$ cat src/include/ssp_pkg.sv
// constants, types and helpers shared by the serial shift port
package ssp_pkg;
    // bus shape
    localparam int DATA_W = 32;
    localparam int IDX_LSB = 2;
    localparam int IDX_MSB = 9;
    // register indices; byte address is four times the index
    localparam logic [7:0] IDX_GDATA = 8'hd4;
    localparam logic [7:0] IDX_GCFG  = 8'hd5;
    localparam logic [7:0] IDX_GPIN  = 8'hd6;
    localparam logic [7:0] IDX_SIO   = 8'he9;
    localparam logic [7:0] IDX_CTRL  = 8'hee;
    localparam logic [7:0] IDX_PSW   = 8'hef;
    // control and status field positions
    localparam int CTRL_SL0  = 0;
    localparam int CTRL_SL1  = 1;
    localparam int CTRL_SERIAL_PORT_SELECT = 3;
    localparam int PSW_BUSY  = 2;
    // port pin roles
    localparam int PIN_SO   = 4;
    localparam int PIN_SK   = 5;
    localparam int PIN_SI   = 6;
    localparam int PIN_HALT = 7;
    // reset values and masks
    localparam logic [7:0] RST_BYTE     = 8'h00;
    localparam logic [7:0] GCFG_WR_MASK = 8'h3f;
    localparam logic [3:0] BITS_PER_XFER = 4'h8;
    // timing: one instruction cycle per clock
    localparam int MCLK_NS = 50;
    localparam int TC_NS   = 50;
    localparam int TC_CYC  = TC_NS / MCLK_NS;
    localparam int SK_PER_TC_0 = 2;
    localparam int SK_PER_TC_1 = 4;
    localparam int SK_PER_TC_2 = 8;
    localparam logic [2:0] SK_HALF_0 = 3'(SK_PER_TC_0 * TC_CYC / 2);
    localparam logic [2:0] SK_HALF_1 = 3'(SK_PER_TC_1 * TC_CYC / 2);
    localparam logic [2:0] SK_HALF_2 = 3'(SK_PER_TC_2 * TC_CYC / 2);

    typedef enum logic [1:0] {ST_IDLE, ST_SHIFT, ST_SLAVE} ssp_st_e;

    // half period of the internal shift clock in mclk cycles
    function automatic logic [2:0] ssp_half_cyc(input logic [1:0] rate);
        if (rate[1]) begin
            return SK_HALF_2;
        end else if (rate[0]) begin
            return SK_HALF_1;
        end
        return SK_HALF_0;
    endfunction
endpackage

$ cat src/include/ssp_div_if.sv
// link between the port logic and the shift clock divider
`timescale 1ns/1ns
interface ssp_div_if;
    logic       run;
    logic       hold;
    logic [1:0] rate;
    logic       rise;
    logic       fall;
    modport div  (input run, hold, rate, output rise, fall);
    modport user (output run, hold, rate, input rise, fall);
endinterface

$ cat src/verilog/ssp_sk_div.sv
// shift clock divider for master mode
`timescale 1ns/1ns
module ssp_sk_div #(
    parameter int CNT_W = 3
) (
    input  wire logic mclk,
    input  wire logic reset_n,
    ssp_div_if.div    dif
);
    import ssp_pkg::*;

    typedef struct packed {
        logic [CNT_W-1:0] cnt;
        logic             sk;
    } ssp_div_s;

    ssp_div_s q_reg;
    ssp_div_s q_next;
    logic [CNT_W-1:0] half;
    logic             tick;

    if (CNT_W < 3) begin : g_chk
        $error("ssp_sk_div: CNT_W too small for the slowest rate");
    end

    // edge pulses fire on the edge where the level changes
    assign half      = CNT_W'(ssp_half_cyc(dif.rate));
    assign tick      = (q_reg.cnt == half - 1'b1);
    assign dif.rise  = dif.run & ~dif.hold & tick & ~q_reg.sk;
    assign dif.fall  = dif.run & ~dif.hold & tick & q_reg.sk;

    // counter restarts low whenever run drops, so every burst starts alike
    always_comb begin
        q_next = q_reg;
        if (dif.hold) begin
            q_next = q_reg;
        end else if (!dif.run) begin
            q_next = '0;
        end else if (tick) begin
            q_next.cnt = '0;
            q_next.sk  = ~q_reg.sk;
        end else begin
            q_next.cnt = q_reg.cnt + 1'b1;
        end
    end

    always_ff @(posedge mclk) begin
        if (!reset_n) begin
            q_reg <= '0;
        end else begin
            q_reg <= q_next;
        end
    end

    property p_fast_half;
        @(posedge mclk) disable iff (!reset_n)
        (dif.rise && dif.rate == 2'b00) |=> (dif.fall || !dif.run || dif.hold);
    endproperty
    a_fast_half: assert property (p_fast_half) else $error("rate 00 high phase not one cycle");

    property p_slow_half;
        @(posedge mclk) disable iff (!reset_n)
        (dif.rise && dif.rate[1] && dif.run) |=> !dif.fall [*3];
    endproperty
    a_slow_half: assert property (p_slow_half) else $error("rate 1x high phase too short");
endmodule

$ cat src/verilog/ssp_top.sv
// serial shift port with port pins, halt control and register slave
//
// Behaviour
// eight-bit shift register moves data on clock
// internal clock master, external clock slave
// select bit enables port, routes pins four/five
// rate bits pick 2, 4 or 8 cycles
// writing busy one starts shifting
// busy clears itself after eight bits
// clearing busy early ends the transfer
// pin roles follow configuration bits
// only a master ever starts a transfer
// slave keeps shifting while external clock runs
// busy set with clock high shifts once
// load shift register only while clock low
// slave software sets busy early, clock low
// reset clears status and control registers
// reset clears port registers, pins float
// port seven data one freezes everything
// halt ends on pin seven rise or reset
// software follows halt entry with two no-ops
// control and status registers are memory mapped
// msb first, out on fall, in on rise
//
// Decided for this implementation: register access over APB and the placing of the registers.
`timescale 1ns/1ns
module ssp_top #(
    parameter int PADDR_W = 12
) (
    input  wire logic                        mclk,
    input  wire logic                        reset_n,
    input  wire logic                        psel,
    input  wire logic                        penable,
    input  wire logic                        pwrite,
    input  wire logic [PADDR_W-1:0]          paddr,
    input  wire logic [ssp_pkg::DATA_W-1:0]  pwdata,
    output logic      [ssp_pkg::DATA_W-1:0]  prdata,
    output logic                             pready,
    output logic                             pslverr,
    input  wire logic [7:0]                  g_in,
    output logic      [5:0]                  g_out,
    output logic      [5:0]                  g_oe_n
);
    import ssp_pkg::*;

    typedef struct packed {
        logic [7:0]        gdata;
        logic [7:0]        gcfg;
        logic [7:0]        ctrl;
        logic [7:0]        processor_status_reg;
        logic [7:0]        sr;
        logic              so;
        logic [3:0]        bitcnt;
        logic [2:0]        mrise_dly;
        ssp_st_e           st;
        logic              halted;
        logic [7:0]        s1;
        logic [7:0]        s2;
        logic              g7_prev;
        logic              ik_prev;
        logic              sk_pin;
        logic [5:0]        g_out;
        logic [5:0]        g_oe_n;
        logic [DATA_W-1:0] prdata;
        logic              pready;
        logic              pslverr;
    } ssp_state_s;

    ssp_state_s q_reg;
    ssp_state_s q_next;

    logic       hit;
    logic [7:0] idx;
    logic [7:0] rd_byte;
    logic       wr;
    logic       wr_psw;
    logic       master;
    logic       slave;
    logic       busy;
    logic       ik_now;
    logic       s_rise;
    logic       s_fall;
    logic [7:0] shift_in;

    ssp_div_if dif ();

    ssp_sk_div u_div (
        .mclk    (mclk),
        .reset_n (reset_n),
        .dif     (dif)
    );

    if (PADDR_W < IDX_MSB + 2) begin : g_chk
        $error("ssp_top: PADDR_W too narrow for the register map");
    end

    // divider runs only during a master burst and freezes in halt
    assign dif.run  = (q_reg.st == ST_SHIFT);
    assign dif.hold = q_reg.halted;
    assign dif.rate = {q_reg.ctrl[CTRL_SL1], q_reg.ctrl[CTRL_SL0]};

    // address decode: aligned word, upper bits zero
    assign idx = paddr[IDX_MSB:IDX_LSB];
    always_comb begin
        hit     = (paddr[IDX_LSB-1:0] == '0) && (paddr[PADDR_W-1:IDX_MSB+1] == '0);
        rd_byte = RST_BYTE;
        unique case (idx)
            IDX_GDATA: rd_byte = q_reg.gdata;
            IDX_GCFG:  rd_byte = q_reg.gcfg;
            IDX_GPIN:  rd_byte = q_reg.s2;
            IDX_SIO:   rd_byte = q_reg.sr;
            IDX_CTRL:  rd_byte = q_reg.ctrl;
            IDX_PSW:   rd_byte = q_reg.processor_status_reg;
            default:   hit = 1'b0;
        endcase
    end

    // a write lands on the access edge; frozen core ignores writes in halt
    assign wr     = psel & penable & q_reg.pready & pwrite & ~q_reg.pslverr & ~q_reg.halted;
    assign wr_psw = wr & (idx == IDX_PSW);

    // mode decode from select bit and clock pin direction
    assign master = q_reg.ctrl[CTRL_SERIAL_PORT_SELECT] & q_reg.gcfg[PIN_SK];
    assign slave  = q_reg.ctrl[CTRL_SERIAL_PORT_SELECT] & ~q_reg.gcfg[PIN_SK];
    assign busy   = q_reg.processor_status_reg[PSW_BUSY];

    // slave internal clock is the synced pin gated by the active state
    assign ik_now   = q_reg.s2[PIN_SK] & (q_reg.st == ST_SLAVE);
    assign s_rise   = (q_reg.st == ST_SHIFT) ? dif.rise : (ik_now & ~q_reg.ik_prev);
    assign s_fall   = (q_reg.st == ST_SHIFT) ? dif.fall : (~ik_now & q_reg.ik_prev);
    assign shift_in = {q_reg.sr[6:0], q_reg.s2[PIN_SI]};

    always_comb begin
        q_next = q_reg;
        // two-flop synchronisers on every port pin input
        q_next.s1      = g_in;
        q_next.s2      = q_reg.s1;
        q_next.g7_prev = q_reg.s2[PIN_HALT];
        // bus answer one cycle after setup, so pready comes from a flop
        q_next.pready  = 1'b0;
        q_next.pslverr = 1'b0;
        if (psel && !penable) begin
            q_next.pready  = 1'b1;
            q_next.pslverr = ~hit;
            q_next.prdata  = hit ? {24'h000000, rd_byte} : '0;
        end
        if (q_reg.halted) begin
            // everything else held exactly; only a pin seven rise or a reset wakes us
            if (q_reg.s2[PIN_HALT] && !q_reg.g7_prev) begin
                q_next.halted = 1'b0;
            end
        end else begin
            q_next.ik_prev = ik_now;
            // drop out when the mode no longer matches the state
            unique case (q_reg.st)
                ST_IDLE:  q_next.st = ST_IDLE;
                ST_SHIFT: if (!master || !busy) q_next.st = ST_IDLE;
                ST_SLAVE: if (!slave) q_next.st = ST_IDLE;
            endcase
            // sample on rise, msb first
            if (s_rise) begin
                q_next.sr = shift_in;
                if (busy && q_reg.bitcnt != BITS_PER_XFER) begin
                    q_next.bitcnt = q_reg.bitcnt + 1'b1;
                end
            end
            // drive next bit on fall; the byte ends when the clock is low again
            if (s_fall) begin
                q_next.so = q_reg.sr[7];
                if (busy && q_reg.bitcnt == BITS_PER_XFER) begin
                    q_next.processor_status_reg[PSW_BUSY] = 1'b0;
                    if (q_reg.st == ST_SHIFT) begin
                        q_next.st = ST_IDLE;
                    end
                end
            end
            // master input lands three cycles late: the pin we raise only then
            // reaches the second sync flop; a rise in between moved the slot up
            q_next.mrise_dly = {q_reg.mrise_dly[1:0], (q_reg.st == ST_SHIFT) & dif.rise};
            if (q_reg.mrise_dly[2]) begin
                q_next.sr[q_reg.mrise_dly[0]] = q_reg.s2[PIN_SI];
            end
            // software writes come last so a set beats the self-clear
            if (wr) begin
                unique case (idx)
                    IDX_GDATA: begin
                        q_next.gdata = pwdata[7:0];
                        if (pwdata[PIN_HALT]) begin
                            q_next.halted = 1'b1;
                        end
                    end
                    IDX_GCFG: q_next.gcfg = pwdata[7:0] & GCFG_WR_MASK;
                    IDX_SIO:  q_next.sr   = pwdata[7:0];
                    IDX_CTRL: q_next.ctrl = pwdata[7:0];
                    IDX_PSW: begin
                        q_next.processor_status_reg = pwdata[7:0];
                        if (pwdata[PSW_BUSY] && !busy) begin
                            q_next.bitcnt = '0;
                            q_next.so     = q_reg.sr[7];
                            if (master) begin
                                q_next.st = ST_SHIFT;
                            end else if (slave) begin
                                q_next.st = ST_SLAVE;
                            end
                        end else if (!pwdata[PSW_BUSY] && q_reg.st == ST_SHIFT) begin
                            q_next.st = ST_IDLE;
                        end
                    end
                    default: q_next.gdata = q_reg.gdata;
                endcase
            end
            // master clock pin follows the divider edges and parks low
            if (q_next.st != ST_SHIFT) begin
                q_next.sk_pin = 1'b0;
            end else if (s_rise) begin
                q_next.sk_pin = 1'b1;
            end else if (s_fall) begin
                q_next.sk_pin = 1'b0;
            end
        end
        // pins from next state so outputs stay flop-driven with no lag
        q_next.g_out  = q_next.gdata[5:0];
        q_next.g_oe_n = ~q_next.gcfg[5:0];
        if (q_next.ctrl[CTRL_SERIAL_PORT_SELECT]) begin
            q_next.g_out[PIN_SO] = q_next.so;
            q_next.g_out[PIN_SK] = q_next.sk_pin;
        end
    end

    // weak pull-up setting is not modelled; such pins simply float
    always_ff @(posedge mclk) begin
        if (!reset_n) begin
            q_reg        <= '0;
            q_reg.g_oe_n <= '1;
        end else begin
            q_reg <= q_next;
        end
    end

    assign prdata  = q_reg.prdata;
    assign pready  = q_reg.pready;
    assign pslverr = q_reg.pslverr;
    assign g_out   = q_reg.g_out;
    assign g_oe_n  = q_reg.g_oe_n;

    property p_start;
        @(posedge mclk) disable iff (!reset_n)
        (wr_psw && pwdata[PSW_BUSY] && !busy && master) |=> (q_reg.st == ST_SHIFT);
    endproperty
    a_start: assert property (p_start) else $error("master burst did not start");

    property p_self_clear;
        @(posedge mclk) disable iff (!reset_n)
        (s_fall && busy && q_reg.bitcnt == BITS_PER_XFER && !wr && !q_reg.halted)
            |=> !q_reg.processor_status_reg[PSW_BUSY] ##1 !q_reg.processor_status_reg[PSW_BUSY] || q_reg.st != ST_IDLE;
    endproperty
    a_self_clear: assert property (p_self_clear) else $error("busy not cleared after 8 bits");

    property p_early_stop;
        @(posedge mclk) disable iff (!reset_n)
        (wr_psw && !pwdata[PSW_BUSY] && q_reg.st == ST_SHIFT)
            |=> (q_reg.st == ST_IDLE && !q_reg.sk_pin);
    endproperty
    a_early_stop: assert property (p_early_stop) else $error("cleared busy did not stop");

    property p_slave_no_clock;
        @(posedge mclk) disable iff (!reset_n)
        (q_reg.st == ST_SLAVE) |-> !q_reg.sk_pin;
    endproperty
    a_slave_no_clock: assert property (p_slave_no_clock) else $error("slave drove clock");

    property p_slave_keeps;
        @(posedge mclk) disable iff (!reset_n)
        (q_reg.st == ST_SLAVE && slave && !busy && s_rise && !wr && !q_reg.halted)
            |=> (q_reg.sr == $past(shift_in));
    endproperty
    a_slave_keeps: assert property (p_slave_keeps) else $error("idle slave missed a shift");

    property p_narrow;
        @(posedge mclk) disable iff (!reset_n)
        ($rose(q_reg.st == ST_SLAVE) && q_reg.s2[PIN_SK] && !q_reg.halted) |-> s_rise;
    endproperty
    a_narrow: assert property (p_narrow) else $error("busy with clock high gave no edge");

    property p_reset;
        @(posedge mclk) disable iff (1'b0)
        !reset_n |=> (q_reg.ctrl == RST_BYTE && q_reg.processor_status_reg == RST_BYTE && g_oe_n == 6'h3f);
    endproperty
    a_reset: assert property (p_reset) else $error("reset left state behind");

    property p_freeze;
        @(posedge mclk) disable iff (!reset_n)
        q_reg.halted |=> ($stable(q_reg.sr) && $stable(q_reg.processor_status_reg) && $stable(g_out));
    endproperty
    a_freeze: assert property (p_freeze) else $error("state moved during halt");

    property p_wake;
        @(posedge mclk) disable iff (!reset_n)
        (q_reg.halted && q_reg.s2[PIN_HALT] && !q_reg.g7_prev) |=> !q_reg.halted;
    endproperty
    a_wake: assert property (p_wake) else $error("pin seven rise did not wake");

    property p_pin_route;
        @(posedge mclk) disable iff (!reset_n)
        g_out[PIN_SO] == (q_reg.ctrl[CTRL_SERIAL_PORT_SELECT] ? q_reg.so : q_reg.gdata[PIN_SO]);
    endproperty
    a_pin_route: assert property (p_pin_route) else $error("serial out misrouted");
endmodule

$ cat config.mk
export PLATFORM = sky130hd
export DESIGN_NAME = ssp_top
export DESIGN_NICKNAME = d
export VERILOG_FILES = /design/src/include/ssp_pkg.sv /design/src/include/ssp_div_if.sv /design/src/verilog/ssp_sk_div.sv /design/src/verilog/ssp_top.sv
export SDC_FILE = /design/constraint.sdc
export NUM_CORES = 1
export LEC_CHECK = 0
export BUFFER_PORTS_ARGS = -buffer_cell sky130_fd_sc_hd__clkbuf_2
export CORE_ASPECT_RATIO = 1.5
export CORE_MARGIN = 2
export CORE_UTILIZATION = 45
export DETAILED_ROUTE_END_ITERATION = 8
export PLACE_DENSITY = 0.8
export SLEW_MARGIN = 20
export SYNTH_ARGS = -nofsm -noshare
export SYNTH_HDL_FRONTEND = slang
export SYNTH_SLANG_ARGS = --single-unit
$ cat constraint.sdc
create_clock -name mclk -period 2.81 [get_ports mclk]
set_input_delay 0 -clock mclk [delete_from_list [all_inputs] [get_ports mclk]]
set_output_delay 0 -clock mclk [all_outputs]
set_load 0.05 [all_outputs]
### After elaboration in Yosys (flattened, before gate mapping)

Index checks and enable logic that the tools add are counted.

| word-level totals | value |
|---|---|
| flip-flop bits (word level) | 94 |
| input bits | 57 |
| output and inout bits | 46 |

| cells by class | value |
|---|---|
| add/sub/neg operators | 3 |
| $lt $le $gt $ge | 2 |
| eq/ne operators | 13 |
| multiplexer cells | 56 |
| bitwise gates (word level) | 23 |
| reduce and logical (&&, ||, !) cells | 23 |

Operators with widths:

| operator | count |
|---|---|
| 8-bit two-way mux | 7 |
| 8-bit == test (second input constant) | 6 |
| 48-bit two-way mux | 1 |
| 8-bit one-hot mux with 6 select lines | 1 |
| 43-bit two-way mux | 1 |
| 2-bit two-way mux | 12 |
| 1-bit two-way mux | 18 |
| 3-bit two-way mux | 6 |
| 1-bit AND | 15 |
| 4-bit two-way mux | 3 |
| 6-bit two-way mux | 2 |
| 5-bit two-way mux | 2 |
| 3-bit AND reduction | 3 |
| 8-bit bitwise mux | 1 |
| 1-bit logical AND | 8 |
| 1-bit inverter | 7 |
| 2-bit zero test | 3 |
| 6-bit inverter | 1 |
| 2-bit one-hot mux with 3 select lines | 1 |
| 6-bit OR reduction | 1 |
| 1-bit zero test | 5 |
| 4-bit by 1-bit adder with 4-bit output (second input constant) | 1 |
| 4-bit == test (second input constant) | 1 |
| 1-bit by 4-bit < comparator with 1-bit output (second input constant) | 1 |
| 12 further kinds | 13 |

### Depth between registers and ports, before layout

Gate-level depths: netlist of the first run.

| depth | value |
|---|---|
| word-level depth | 19 |
| mapped depth | 10 |

### Modules after synthesis

Synthesis of the first run repeated with hierarchy kept, for this count alone.

| second synthesis, totals | value |
|---|---|
| cell total of the unflattened synthesis | 475 |
| area, all modules | 4341.7 um2 |

By module, submodules not included:

| module | instances | cells an instance | area each (um2) | seq. area each (um2) |
|---|---|---|---|---|
| ssp_top | 1 | 445 | 4103.9 | 1721.7 |
| ssp_sk_div | 1 | 30 | 237.7 | 80.1 |

### Least setup slack after synthesis of the first run

No wires, ideal clock.

| timing path | value |
|---|---|
| path kind | flip-flop to flip-flop |
| from | register q_reg, in the netlist pready |
| to | register q_reg[46] (netlist bit) |
| arrival | 2.495 ns |
| required time | 2.751 ns |
| path slack | 0.256 ns |
| stages on the path, launching flop included | 8 |
| buffers on the path | 1 |
| cell sequence | dfxtp_1 nand4b_4 or4_4 buf_6 or3_4 nor4bb_1 o41ai_2 and2_1 |

| on the way | value |
|---|---|
| cells in the longest elaborated chain, start to end | 9 |

RTL lines:

| what | RTL line | source |
|---|---|---|
| from (decl) | ssp_top.sv:69 | `ssp_state_s q_reg;` |
| from (signal assigned) | ssp_top.sv:236 | `q_reg <= q_next;` |
| 1-bit AND (4 in series) | ssp_top.sv:119 | `assign wr = psel & penable & q_reg.pready & pwrite & ~q_reg.pslverr & ~q_reg.halted;` |
| 3-bit two-way mux | ssp_top.sv:184 | `if (wr) begin` |
| 3-bit two-way mux | ssp_top.sv:147 | `if (q_reg.halted) begin` |
| 2-bit by 1-bit inequality test with 1-bit output | ssp_top.sv:213 | `if (q_next.st != ST_SHIFT) begin` |
| 1-bit two-way mux | ssp_top.sv:213 |  |
| 1-bit two-way mux | ssp_top.sv:147 |  |

Every way passes these cells. The select of a mux whose other input is x is not followed.
A chain may end at the register's enable or synchronous reset.

### Worst setup path after layout of the first run

| timing path | value |
|---|---|
| from | register q_reg[66] (netlist bit) |
| to | register q_reg[46] (netlist bit) |

| on the way | value |
|---|---|
| cells in the longest elaborated chain, start to end | 15 |
| elaborated cells on any way between the ends | 32 |
| those cells by class | eq/ne (3); mux (19); bitwise (8); reduce/logical (2) |

RTL lines:

| what | RTL line | source |
|---|---|---|
| 2-bit by 1-bit == test with 1-bit output / 2-bit == test (equally long branches) | - |  |
| 1-bit AND (on tied branches) | ssp_sk_div.sv:29, ssp_sk_div.sv:30, ssp_top.sv:128 |  |
| 1-bit AND / 1-bit inverter (equally long branches) | ssp_sk_div.sv:29, ssp_sk_div.sv:30, ssp_top.sv:130 |  |
| 1-bit AND (on tied branches) | ssp_sk_div.sv:30, ssp_top.sv:130 |  |
| 1-bit two-way mux | ssp_top.sv:130 | `assign s_fall = (q_reg.st == ST_SHIFT) ? dif.fall : (~ik_now & q_reg.ik_prev);` |
| 2-bit two-way mux | ssp_top.sv:168 | `if (s_fall) begin` |
| 2-bit two-way mux | ssp_top.sv:202 | `end else if (slave) begin` |
| 2-bit two-way mux | ssp_top.sv:200 | `if (master) begin` |
| 2-bit two-way mux | ssp_top.sv:197 | `if (pwdata[PSW_BUSY] && !busy) begin` |
| 2-bit two-way mux | ssp_top.sv:185 | `unique case (idx)` |
| 3-bit two-way mux | ssp_top.sv:184 |  |
| 3-bit two-way mux | ssp_top.sv:147 |  |
| 2-bit by 1-bit inequality test with 1-bit output | ssp_top.sv:213 |  |
| 1-bit two-way mux * | ssp_top.sv:213 |  |
| 1-bit two-way mux * | ssp_top.sv:147 |  |

Mark *: on every way between the ends. The rest lies on a longest branch, timed or not. The select of a mux whose other input is x is not followed.

==> impl_metrics.env, run 1 <==
export IMPL_grt_antenna_before_repair=0
export IMPL_reg2reg_depth=8
export IMPL_die_x_microns=83.6
export IMPL_yosysWarnings=0
export IMPL_min_path_type="in -> reg"
export IMPL_synth_compound_area_share_pct=15.4
export IMPL_fin_crit_ns=2.46
export IMPL_synth_mux_area_share_pct=6.08
export IMPL_synth_area_leaders="dfxtp_1, buf_4, a21oi_1"
export IMPL_die_h_microns=123
export IMPL_grt_pass1_vias=3462
export IMPL_clock_latency_ns=0.34
export IMPL_first_pass_iters=5
export IMPL_worst_pin_slew_ns=0.723
export IMPL_synth_top_family_by_area="simple AND/OR/NAND/NOR gates"
export IMPL_finalSetupViolCount=0
export IMPL_synth_flop_cell="dfxtp_1"
export IMPL_maxCapViolCount=0
export IMPL_min_path_cells=3
export IMPL_netlist_area_sq_um=4280
export IMPL_drive_above_1_share_pct=16.1
export IMPL_crit_reg2reg_launch="q_reg[66]"
export IMPL_clk_pin_slew_worst_paths_ns=0.06
export IMPL_final_cells=671
export IMPL_met3_usage_pct=4.87
export IMPL_critPathArrivalTime_ns=2.75
export IMPL_setup_tns_ns=0
export IMPL_drtIter0Drc=329
export IMPL_synth_area_per_cell_sq_um=8.37
export IMPL_io_buffers=54
export IMPL_p_per_area_nw_per_um2=570
export IMPL_grt_overflow_total=0
export IMPL_synth_adder_area_share_pct=1.46
export IMPL_ioPinCount=103
export IMPL_finalCritPeriodShare_pct=87.7
export IMPL_nets=616
export IMPL_largest_reg_flops=55
export IMPL_r2r_end="q_reg[46]"
export IMPL_dieArea_sq_um=10300
export IMPL_start_util_pct=46.2
export IMPL_dp_hpwl_microns=7340
export IMPL_critical_path_class="reg -> reg"
export IMPL_rsz0062_at_grt="false"
export IMPL_async_reset_ff_share_pct=0
export IMPL_synth_xor_area_share_pct=0.819
export IMPL_use_met1_pct=20.1
export IMPL_cts_sinks=90
export IMPL_drc=0
export IMPL_yosysUniqueCellTypes=47
export IMPL_synth_common_cells="dfxtp_1, nand2_1, a21oi_1, buf_4, nor2_1"
export IMPL_synth_seq_cells=90
export IMPL_grtUsageMet2_pct=35.8
export IMPL_place_inst=640
export IMPL_final_setup_skew_ns=0.00960
export IMPL_outcome="completed"
export IMPL_yosysSeqAreaShare_pct=42.1
export IMPL_num_rows=43
export IMPL_synth_top_cell_area_share_pct=42.1
export IMPL_total_leakage_power_nw=1.95
export IMPL_core_area_sq_um=9250
export IMPL_required_ns=3.09
export IMPL_place_congestion=0.868
export IMPL_timing_fmax_mhz=406
export IMPL_syn_inst=511
export IMPL_drt_wl_total_microns=10300
export IMPL_grt_pass1_wl_microns=16200
export IMPL_grt_util_all_layers_pct=19.9
export IMPL_top_usage_layer="met2"
export IMPL_vias_per_cell=5.52
export IMPL_cp_end_kind="register"
export IMPL_synth_simple_gate_area_share_pct=22.3
export IMPL_clk_path_buf_depth=2
export IMPL_cts_setup_buffers=0
export IMPL_drv_slew=0
export IMPL_fin_total_pwr_w=0.00278
export IMPL_peakVddDrop_mv=0.407
export IMPL_hold_start="pwdata[2]"
export IMPL_fin_util_pct=52.7
export IMPL_yosys_area_top_type="dfxtp_1"
export IMPL_cts_root_buf="clkbuf_16"
export IMPL_max_slew_margin_pct=51.5
export IMPL_cts_tree="yes"
export IMPL_htree_levels=3
export IMPL_hold_violations=0
export IMPL_grt_max_degree=29
export IMPL_cts_buffers_inserted=9
export IMPL_path_max_fanout=5
export IMPL_hold_end="q_reg[94]"
export IMPL_area_growth_syn_to_layout_pct=13.9
export IMPL_start_kind="register"
export IMPL_vias=3702
export IMPL_synth_most_common_cell="dfxtp_1"
export IMPL_wl_per_cell_microns=15.3
export IMPL_ff2ff_setup_slack_ns=0.35
export IMPL_ant_nets=0
export IMPL_synth_edff_count=0
export IMPL_n_antenna_cell=0
==> critical path: stages, from the launching register on <==
cell      delay (ns)
dfxtp_1         0.41
ha_1            0.28
nor3b_1         0.38
nand2_1         0.13
o21ai_0         0.32
nand2_1         0.09
nor4bb_1        0.17
o41ai_2         0.46
and2_1          0.18
==> area by class of cell <==
type                            instances  area [sq um]
Inverter                               17          63.8
Clock inverter                          5          77.6
Tap cell                              112           140
Timing Repair Buffer                   78           488
Clock buffer                           11           243
Sequential cell                        90          1800
Multi-Input combinational cell        358          2060
Fill cell                             833          4380
==> metrics by stage <==
stage          area (sq um)  setup WS, ns  hold WS, ns
5_1_grt                4870         0.223       0.0547
4_1_cts                4870         0.388       0.0284
3_3_place_gp           4400         0.501        0.207
3_5_place_dp           4400         0.442        0.209
2_1_floorplan          4360         0.256        0.127
6_report               4870         0.346       0.0429
==> cells by family after synthesis <==
| group | after synthesis |
|---|---|
| xor+xnor | 4 |
| buf+inv | 86 |
| compound gates | 110 |
| fa+ha+maj | 5 |
| flops | 90 |
| mux | 26 |
| other cells | 1 |
| simple gates | 189 |
==> cell usage in the layout (no fill, tap or decap), drive strengths merged, types with 4 or more instances in the layout <==
cell type    Yosys  routed
conb             1      24
a22oi            9       9
buf             48       9
dfxtp           90      90
a21oi           52      52
or3              5       5
clkbuf          21      65
mux2i           26      26
inv             17      17
nor2            43      43
nand2           56      56
nand2b          11      11
or2              4       4
o21a             5       5
and2            20      20
dlygate4sd3      0      15
ha               5       5
nor3             7       7
nand3           24      24
o22ai           10      10
o21ai           18      18
a22o             8       8
==> per-layer routing <==
metal  routed length (microns)  part of all wire [%]  vias to the layer above
met4                       505                   4.9                        0
met5                         0                     0                        -
li1                          -                     -                     1769
met2                      5340                    52                      184
met3                       681                   6.6                       34
met1                      3720                    36                     1715
==> power by group <==
group,internal [W],switching [W],leakage (nW)
sequential,0.00129,0.00000542,0.729
combinational,0.0000513,0.000148,1.07
clock,0.000800,0.000483,0.156
total,0.00214,0.000637,1.95
==> timing repair <==
action                     in CTS  in global routing
setup endpoints to repair       0                  0
hold endpoints to repair       21                  0
gates resized for setup         0                  0
hold buffers                   15                  0
==> how the worst max path moves through the flow <==
| stage | startpoint | cells past startpoint | end |
|---|---|---|---|
| after floorplan | pready | 7 | q_reg[46] |
| after global placement | pready | 7 | g_out[5] |
| after detailed placement | pready | 7 | q_reg[46] |
| after CTS | pready | 7 | q_reg[46] |
| after global routing | q_reg[67] | 9 | q_reg[74] |
| final | q_reg[66] | 8 | q_reg[46] |
Power figures use the tool's default switching activity.
==> run 2: changes to the inputs <==
--- a/config.mk
+++ b/config.mk
@@ -10,6 +10,7 @@
 export CORE_MARGIN = 2
 export CORE_UTILIZATION = 45
 export DETAILED_ROUTE_END_ITERATION = 8
+export GPL_ROUTABILITY_DRIVEN = 0
 export PLACE_DENSITY = 0.8
 export SLEW_MARGIN = 20
 export SYNTH_ARGS = -nofsm -noshare
==> constraint.sdc (replaced) <==
create_clock -name mclk -period 2.4 [get_ports mclk]
set_input_delay 0 -clock mclk [delete_from_list [all_inputs] [get_ports mclk]]
set_output_delay 0 -clock mclk [all_outputs]
set_load 0.05 [all_outputs]
==> impl_metrics.env, run 2 (synthesized netlist as in run 1, its figures left out) <==
export IMPL_most_common_layout_cells="dfxtp_1, nand2_1, clkbuf_2, a21oi_1, nor2_1"
export IMPL_grt_pass1_wl_microns=16700
export IMPL_peakVddDrop_mv=0.611
export IMPL_start_kind="register"
export IMPL_area_growth_syn_to_layout_pct=15.0
export IMPL_drtIter0Drc=340
export IMPL_rsz0062_at_grt="false"
export IMPL_first_pass_iters=5
export IMPL_grt_pass1_vias=3480
export IMPL_wl_per_cell_microns=15.2
export IMPL_grt_util_all_layers_pct=20.3
export IMPL_placed_cell_area_sq_um=4460
export IMPL_cts_buffers_inserted=9
export IMPL_cts_root_buf="clkbuf_16"
export IMPL_outcome="completed"
export IMPL_fin_total_pwr_w=0.00317
export IMPL_cts_tree="yes"
export IMPL_timing_fmax_mhz=439
export IMPL_clk_path_buf_depth=2
export IMPL_use_met1_pct=22.4
export IMPL_core_area_sq_um=9250
export IMPL_swShare_pct=24.1
export IMPL_setup_ws_ns=0.120
export IMPL_final_setup_skew_ns=0.00520
export IMPL_clk_pin_slew_worst_paths_ns=0.06
export IMPL_clock_latency_ns=0.35
export IMPL_ant_nets=0
export IMPL_fin_area_sq_um=4920
export IMPL_dieArea_sq_um=10300
export IMPL_io_buffers=54
export IMPL_drt_wl_total_microns=10300
export IMPL_num_rows=43
export IMPL_cts_sinks=90
export IMPL_seqPwrFrac_pct=47.8
export IMPL_vias_per_cell=5.46
export IMPL_grt_overflow_total=0
export IMPL_hold_violations=0
export IMPL_largest_reg_flops=55
export IMPL_met3_usage_pct=4.94
export IMPL_finalCritPeriodShare_pct=95.0
export IMPL_maxCapViolCount=0
export IMPL_n_antenna_cell=0
export IMPL_cts_setup_buffers=0
export IMPL_setup_tns_ns=0
export IMPL_combPwrFrac_pct=7.4
export IMPL_drv_slew=0
export IMPL_dp_hpwl_microns=7480
export IMPL_vias=3700
export IMPL_grt_max_degree=43
export IMPL_whs_ns=0.0273
export IMPL_total_leakage_power_nw=1.98
export IMPL_fill_cells=829
export IMPL_switching_power_w=0.000762
export IMPL_required_ns=2.69
export IMPL_start_util_pct=46.2
export IMPL_drc=0
export IMPL_p_per_area_nw_per_um2=643
export IMPL_min_path_type="in -> reg"
export IMPL_worst_pin_slew_ns=0.739
export IMPL_fin_crit_ns=2.28
export IMPL_die_h_microns=123
export IMPL_cp_end_kind="register"
export IMPL_critical_path_class="reg -> reg"
export IMPL_ioPinCount=103
export IMPL_grt_antenna_before_repair=0
export IMPL_htree_levels=3
export IMPL_die_x_microns=83.6
export IMPL_finalSetupViolCount=0
export IMPL_grtUsageMet2_pct=35.4
export IMPL_max_slew_margin_pct=50.7
export IMPL_drive_above_1_share_pct=17.8
export IMPL_power_frac_clock_pct=44.7
export IMPL_nets=623
export IMPL_critPathArrivalTime_ns=2.57
export IMPL_mostFrequentLayoutCell="dfxtp_1"
export IMPL_top_usage_layer="met2"
export IMPL_pre_cts_slack_ns=0.139
export IMPL_intPower_w=0.00240
export IMPL_path_max_fanout=5
==> run 2: area by class of cell <==
| cell class | count | area (sq um) | area share (%) |
|---|---|---|---|
| tap | 112 | 140 | 2.85 |
| sequential | 90 | 1800 | 36.6 |
| clock buffer | 10 | 239 | 4.86 |
| multi-input combinational | 358 | 2070 | 42.0 |
| clock inverter | 6 | 65.1 | 1.32 |
| timing repair buffer | 85 | 541 | 11.0 |
| inverter | 17 | 63.8 | 1.30 |
==> run 2: worst paths after layout <==
check	from	endpoint	slack (ns)	cells after the start
setup / recovery	dif.hold	q_reg[46]	0.12	7
hold / removal	pwdata[2]	q_reg[110]	0.03	3
setup reg to reg	dif.hold	q_reg[46]	0.12	7
hold reg to reg	q_next[53]	q_reg[53]	0.43	1
==> run 2: stage by stage <==
stage	utilization, %	std cells
6_report	53.2	678
5_1_grt	53.2	678
4_1_cts	53.1	678
3_5_place_dp	48.2	647
3_3_place_gp	48.2	647
2_1_floorplan	-	534
==> run 2: per-layer routing <==
metal	vias up	part of all wire, %	wire (microns)
li1	1779	-	-
met1	1725	38	3930
met2	158	51	5250
met3	38	6.1	631
met4	0	4.7	489
met5	-	0	0
==> run 2: critical path, stage by stage, from the launching register on <==
cell and delay [ns]:
dfxtp_1 0.31, nand4b_4 0.18, or4_4 0.59, or3_4 0.38
nor2_1 0.12, o21ai_0 0.12, o41ai_2 0.34, and2_1 0.17
==> run 2: power groups by stage <==
stage | Combinational (W) | Clock, W | Sequential (W)
floorplan | 0.000176 | 0 | 0.00155
global placement | 0.000209 | 0 | 0.00155
detailed placement | 0.000211 | 0 | 0.00155
CTS | 0.000232 | 0.00145 | 0.00151
global route | 0.000248 | 0.00151 | 0.00151
finish | 0.000235 | 0.00142 | 0.00151
==> run 2: what timing repair did <==
action / in CTS / in global routing
hold buffers: 15 / 0
gates resized for setup: 0 / 2
hold endpoints to repair: 25 / 0
endpoints found under the setup margin: 0 / 3
==> run 3: changes to the inputs <==
==> constraint.sdc (replaced) <==
create_clock -name mclk -period 2.4 [get_ports mclk]
set_input_delay 0.12 -clock mclk [delete_from_list [all_inputs] [get_ports mclk]]
set_output_delay 0.12 -clock mclk [all_outputs]
set_load 0.05 [all_outputs]
==> impl_metrics.env, run 3 (synthesized netlist as in run 1, its figures left out) <==
export IMPL_drt_wl_total_microns=10300
export IMPL_vias=3644
export IMPL_grt_pass1_vias=3465
export IMPL_cts_tree="yes"
export IMPL_start_util_pct=46.2
export IMPL_power_frac_clock_pct=44.8
export IMPL_fin_area_sq_um=4860
export IMPL_htree_levels=3
export IMPL_drtIter0Drc=256
export IMPL_die_h_microns=123
export IMPL_switching_power_w=0.000776
export IMPL_maxCapViolCount=0
export IMPL_cts_sinks=90
export IMPL_cp_end_kind="register"
export IMPL_clk_pin_slew_worst_paths_ns=0.06
export IMPL_min_path_type="in -> reg"
export IMPL_cts_setup_buffers=0
export IMPL_peakVddDrop_mv=0.495
export IMPL_final_setup_skew_ns=0.00696
export IMPL_rsz0062_at_grt="false"
export IMPL_startpoint="dif.hold"
export IMPL_grt_antenna_before_repair=0
export IMPL_hold_start="pwdata[7]"
export IMPL_combPwrFrac_pct=7.2
export IMPL_regArea_sq_um=1800
export IMPL_grt_max_degree=39
export IMPL_n_antenna_cell=0
export IMPL_grt_pass1_wl_microns=16400
export IMPL_drive_above_1_share_pct=18.4
export IMPL_grt_overflow_total=0
export IMPL_multiInputGateArea_sq_um=2080
export IMPL_grt_util_all_layers_pct=20.1
export IMPL_clk_path_buf_depth=2
export IMPL_total_leakage_power_nw=1.95
export IMPL_top_usage_layer="met2"
export IMPL_setup_tns_ns=0
export IMPL_place_inst=647
export IMPL_most_common_layout_cells="dfxtp_1, nand2_1, clkbuf_2, a21oi_1, nor2_1"
export IMPL_required_ns=2.69
export IMPL_dieArea_sq_um=10300
export IMPL_largest_reg_flops=55
export IMPL_met3_usage_pct=4.54
export IMPL_seqPwrFrac_pct=48.1
export IMPL_timing_fmax_mhz=439
export IMPL_critPathArrivalTime_ns=2.57
export IMPL_worst_pin_slew_ns=0.665
export IMPL_finalSetupViolCount=0
export IMPL_grtUsageMet2_pct=35.8
export IMPL_final_cells=671
export IMPL_io_buffers=54
export IMPL_die_x_microns=83.6
export IMPL_fill_cells=835
export IMPL_path_max_fanout=5
export IMPL_drc=0
export IMPL_area_growth_syn_to_layout_pct=13.6
export IMPL_critical_path_class="reg -> reg"
export IMPL_cts_buffers_inserted=9
export IMPL_use_met1_pct=21.2
export IMPL_dp_hpwl_microns=7520
export IMPL_num_rows=43
export IMPL_start_kind="register"
export IMPL_nets=616
export IMPL_vias_per_cell=5.43
export IMPL_intPower_w=0.00237
export IMPL_fin_crit_ns=2.28
export IMPL_finalCritPeriodShare_pct=95.0
export IMPL_wl_per_cell_microns=15.3
export IMPL_core_area_sq_um=9250
export IMPL_max_slew_margin_pct=55.6
export IMPL_swShare_pct=24.6
export IMPL_mostFrequentLayoutCell="dfxtp_1"
export IMPL_p_per_area_nw_per_um2=648
export IMPL_ioPinCount=103
export IMPL_cts_root_buf="clkbuf_16"
export IMPL_ant_nets=0
export IMPL_outcome="completed"
export IMPL_fin_util_pct=52.5
export IMPL_crit_reg2reg_launch="dif.hold"
export IMPL_hold_violations=0
export IMPL_drv_slew=0
export IMPL_placed_cell_area_sq_um=4460
export IMPL_clock_latency_ns=0.34
export IMPL_first_pass_iters=5
## run 3: changes by cell type in the layout (fill, tap and decap cells not counted), sizes merged
cell / change
clkinvlp: +2
dlygate4sd3: -7
clkinv: -1
clkbuf: -1
## run 3: final cells by class
cell class / count / share of cell area, %
Tap cell: 112 / 2.88
Clock buffer: 9 / 4.64
Timing Repair Buffer: 78 / 9.68
Clock inverter: 7 / 1.62
Multi-Input combinational cell: 358 / 42.8
Sequential cell: 90 / 37.1
Inverter: 17 / 1.31
## run 3: power by group through the flow
| stage | clock, W | combinational (W) | sequential (W) |
|---|---|---|---|
| 6_report | 0.00141 | 0.000226 | 0.00151 |
| 4_1_cts | 0.00143 | 0.000223 | 0.00151 |
| 3_5_place_dp | 0 | 0.000212 | 0.00155 |
| 2_1_floorplan | 0 | 0.000176 | 0.00155 |
| 3_3_place_gp | 0 | 0.000210 | 0.00155 |
| 5_1_grt | 0.00150 | 0.000240 | 0.00151 |
## run 3: what timing repair did
| item | 4_1_cts | 5_1_grt |
|---|---|---|
| endpoints found under the hold margin | 8 | 0 |
| resized for setup | 0 | 5 |
| hold buffers | 8 | 0 |
| setup endpoints to repair | 0 | 11 |
## run 3: final timing paths
kind / slack, ns / endpoint / cells after the start
max: 0.12 / g_out[5] / 6
min: 0.08 / q_reg[91] / 3
min reg2reg: 0.43 / q_reg[54] / 1
max reg2reg: 0.12 / g_out[5] / 6
## run 3: metal layers
layer | up-vias | share of wire (%)
li1 | 1772 | -
met1 | 1689 | 37
met2 | 141 | 52
met3 | 42 | 5.2
met4 | 0 | 5.4
met5 | - | 0
## run 3: per-stage QoR
stage               power [W]  hold slack [ns]  setup WS (ns)
finish                0.00315           0.0829          0.120
global route          0.00325           0.0782         0.0383
CTS                   0.00317           0.0780         0.0729
detailed placement    0.00176            0.334          0.108
global placement      0.00176            0.326          0.182
floorplan             0.00173            0.247         0.0171
## run 3: critical path: stages (launching register included)
cell and delay, ns:
dfxtp_1 0.31, nand4b_4 0.18, or4_4 0.59, or3_4 0.38
nor4bb_1 0.18, o41ai_2 0.41, o21a_1 0.17
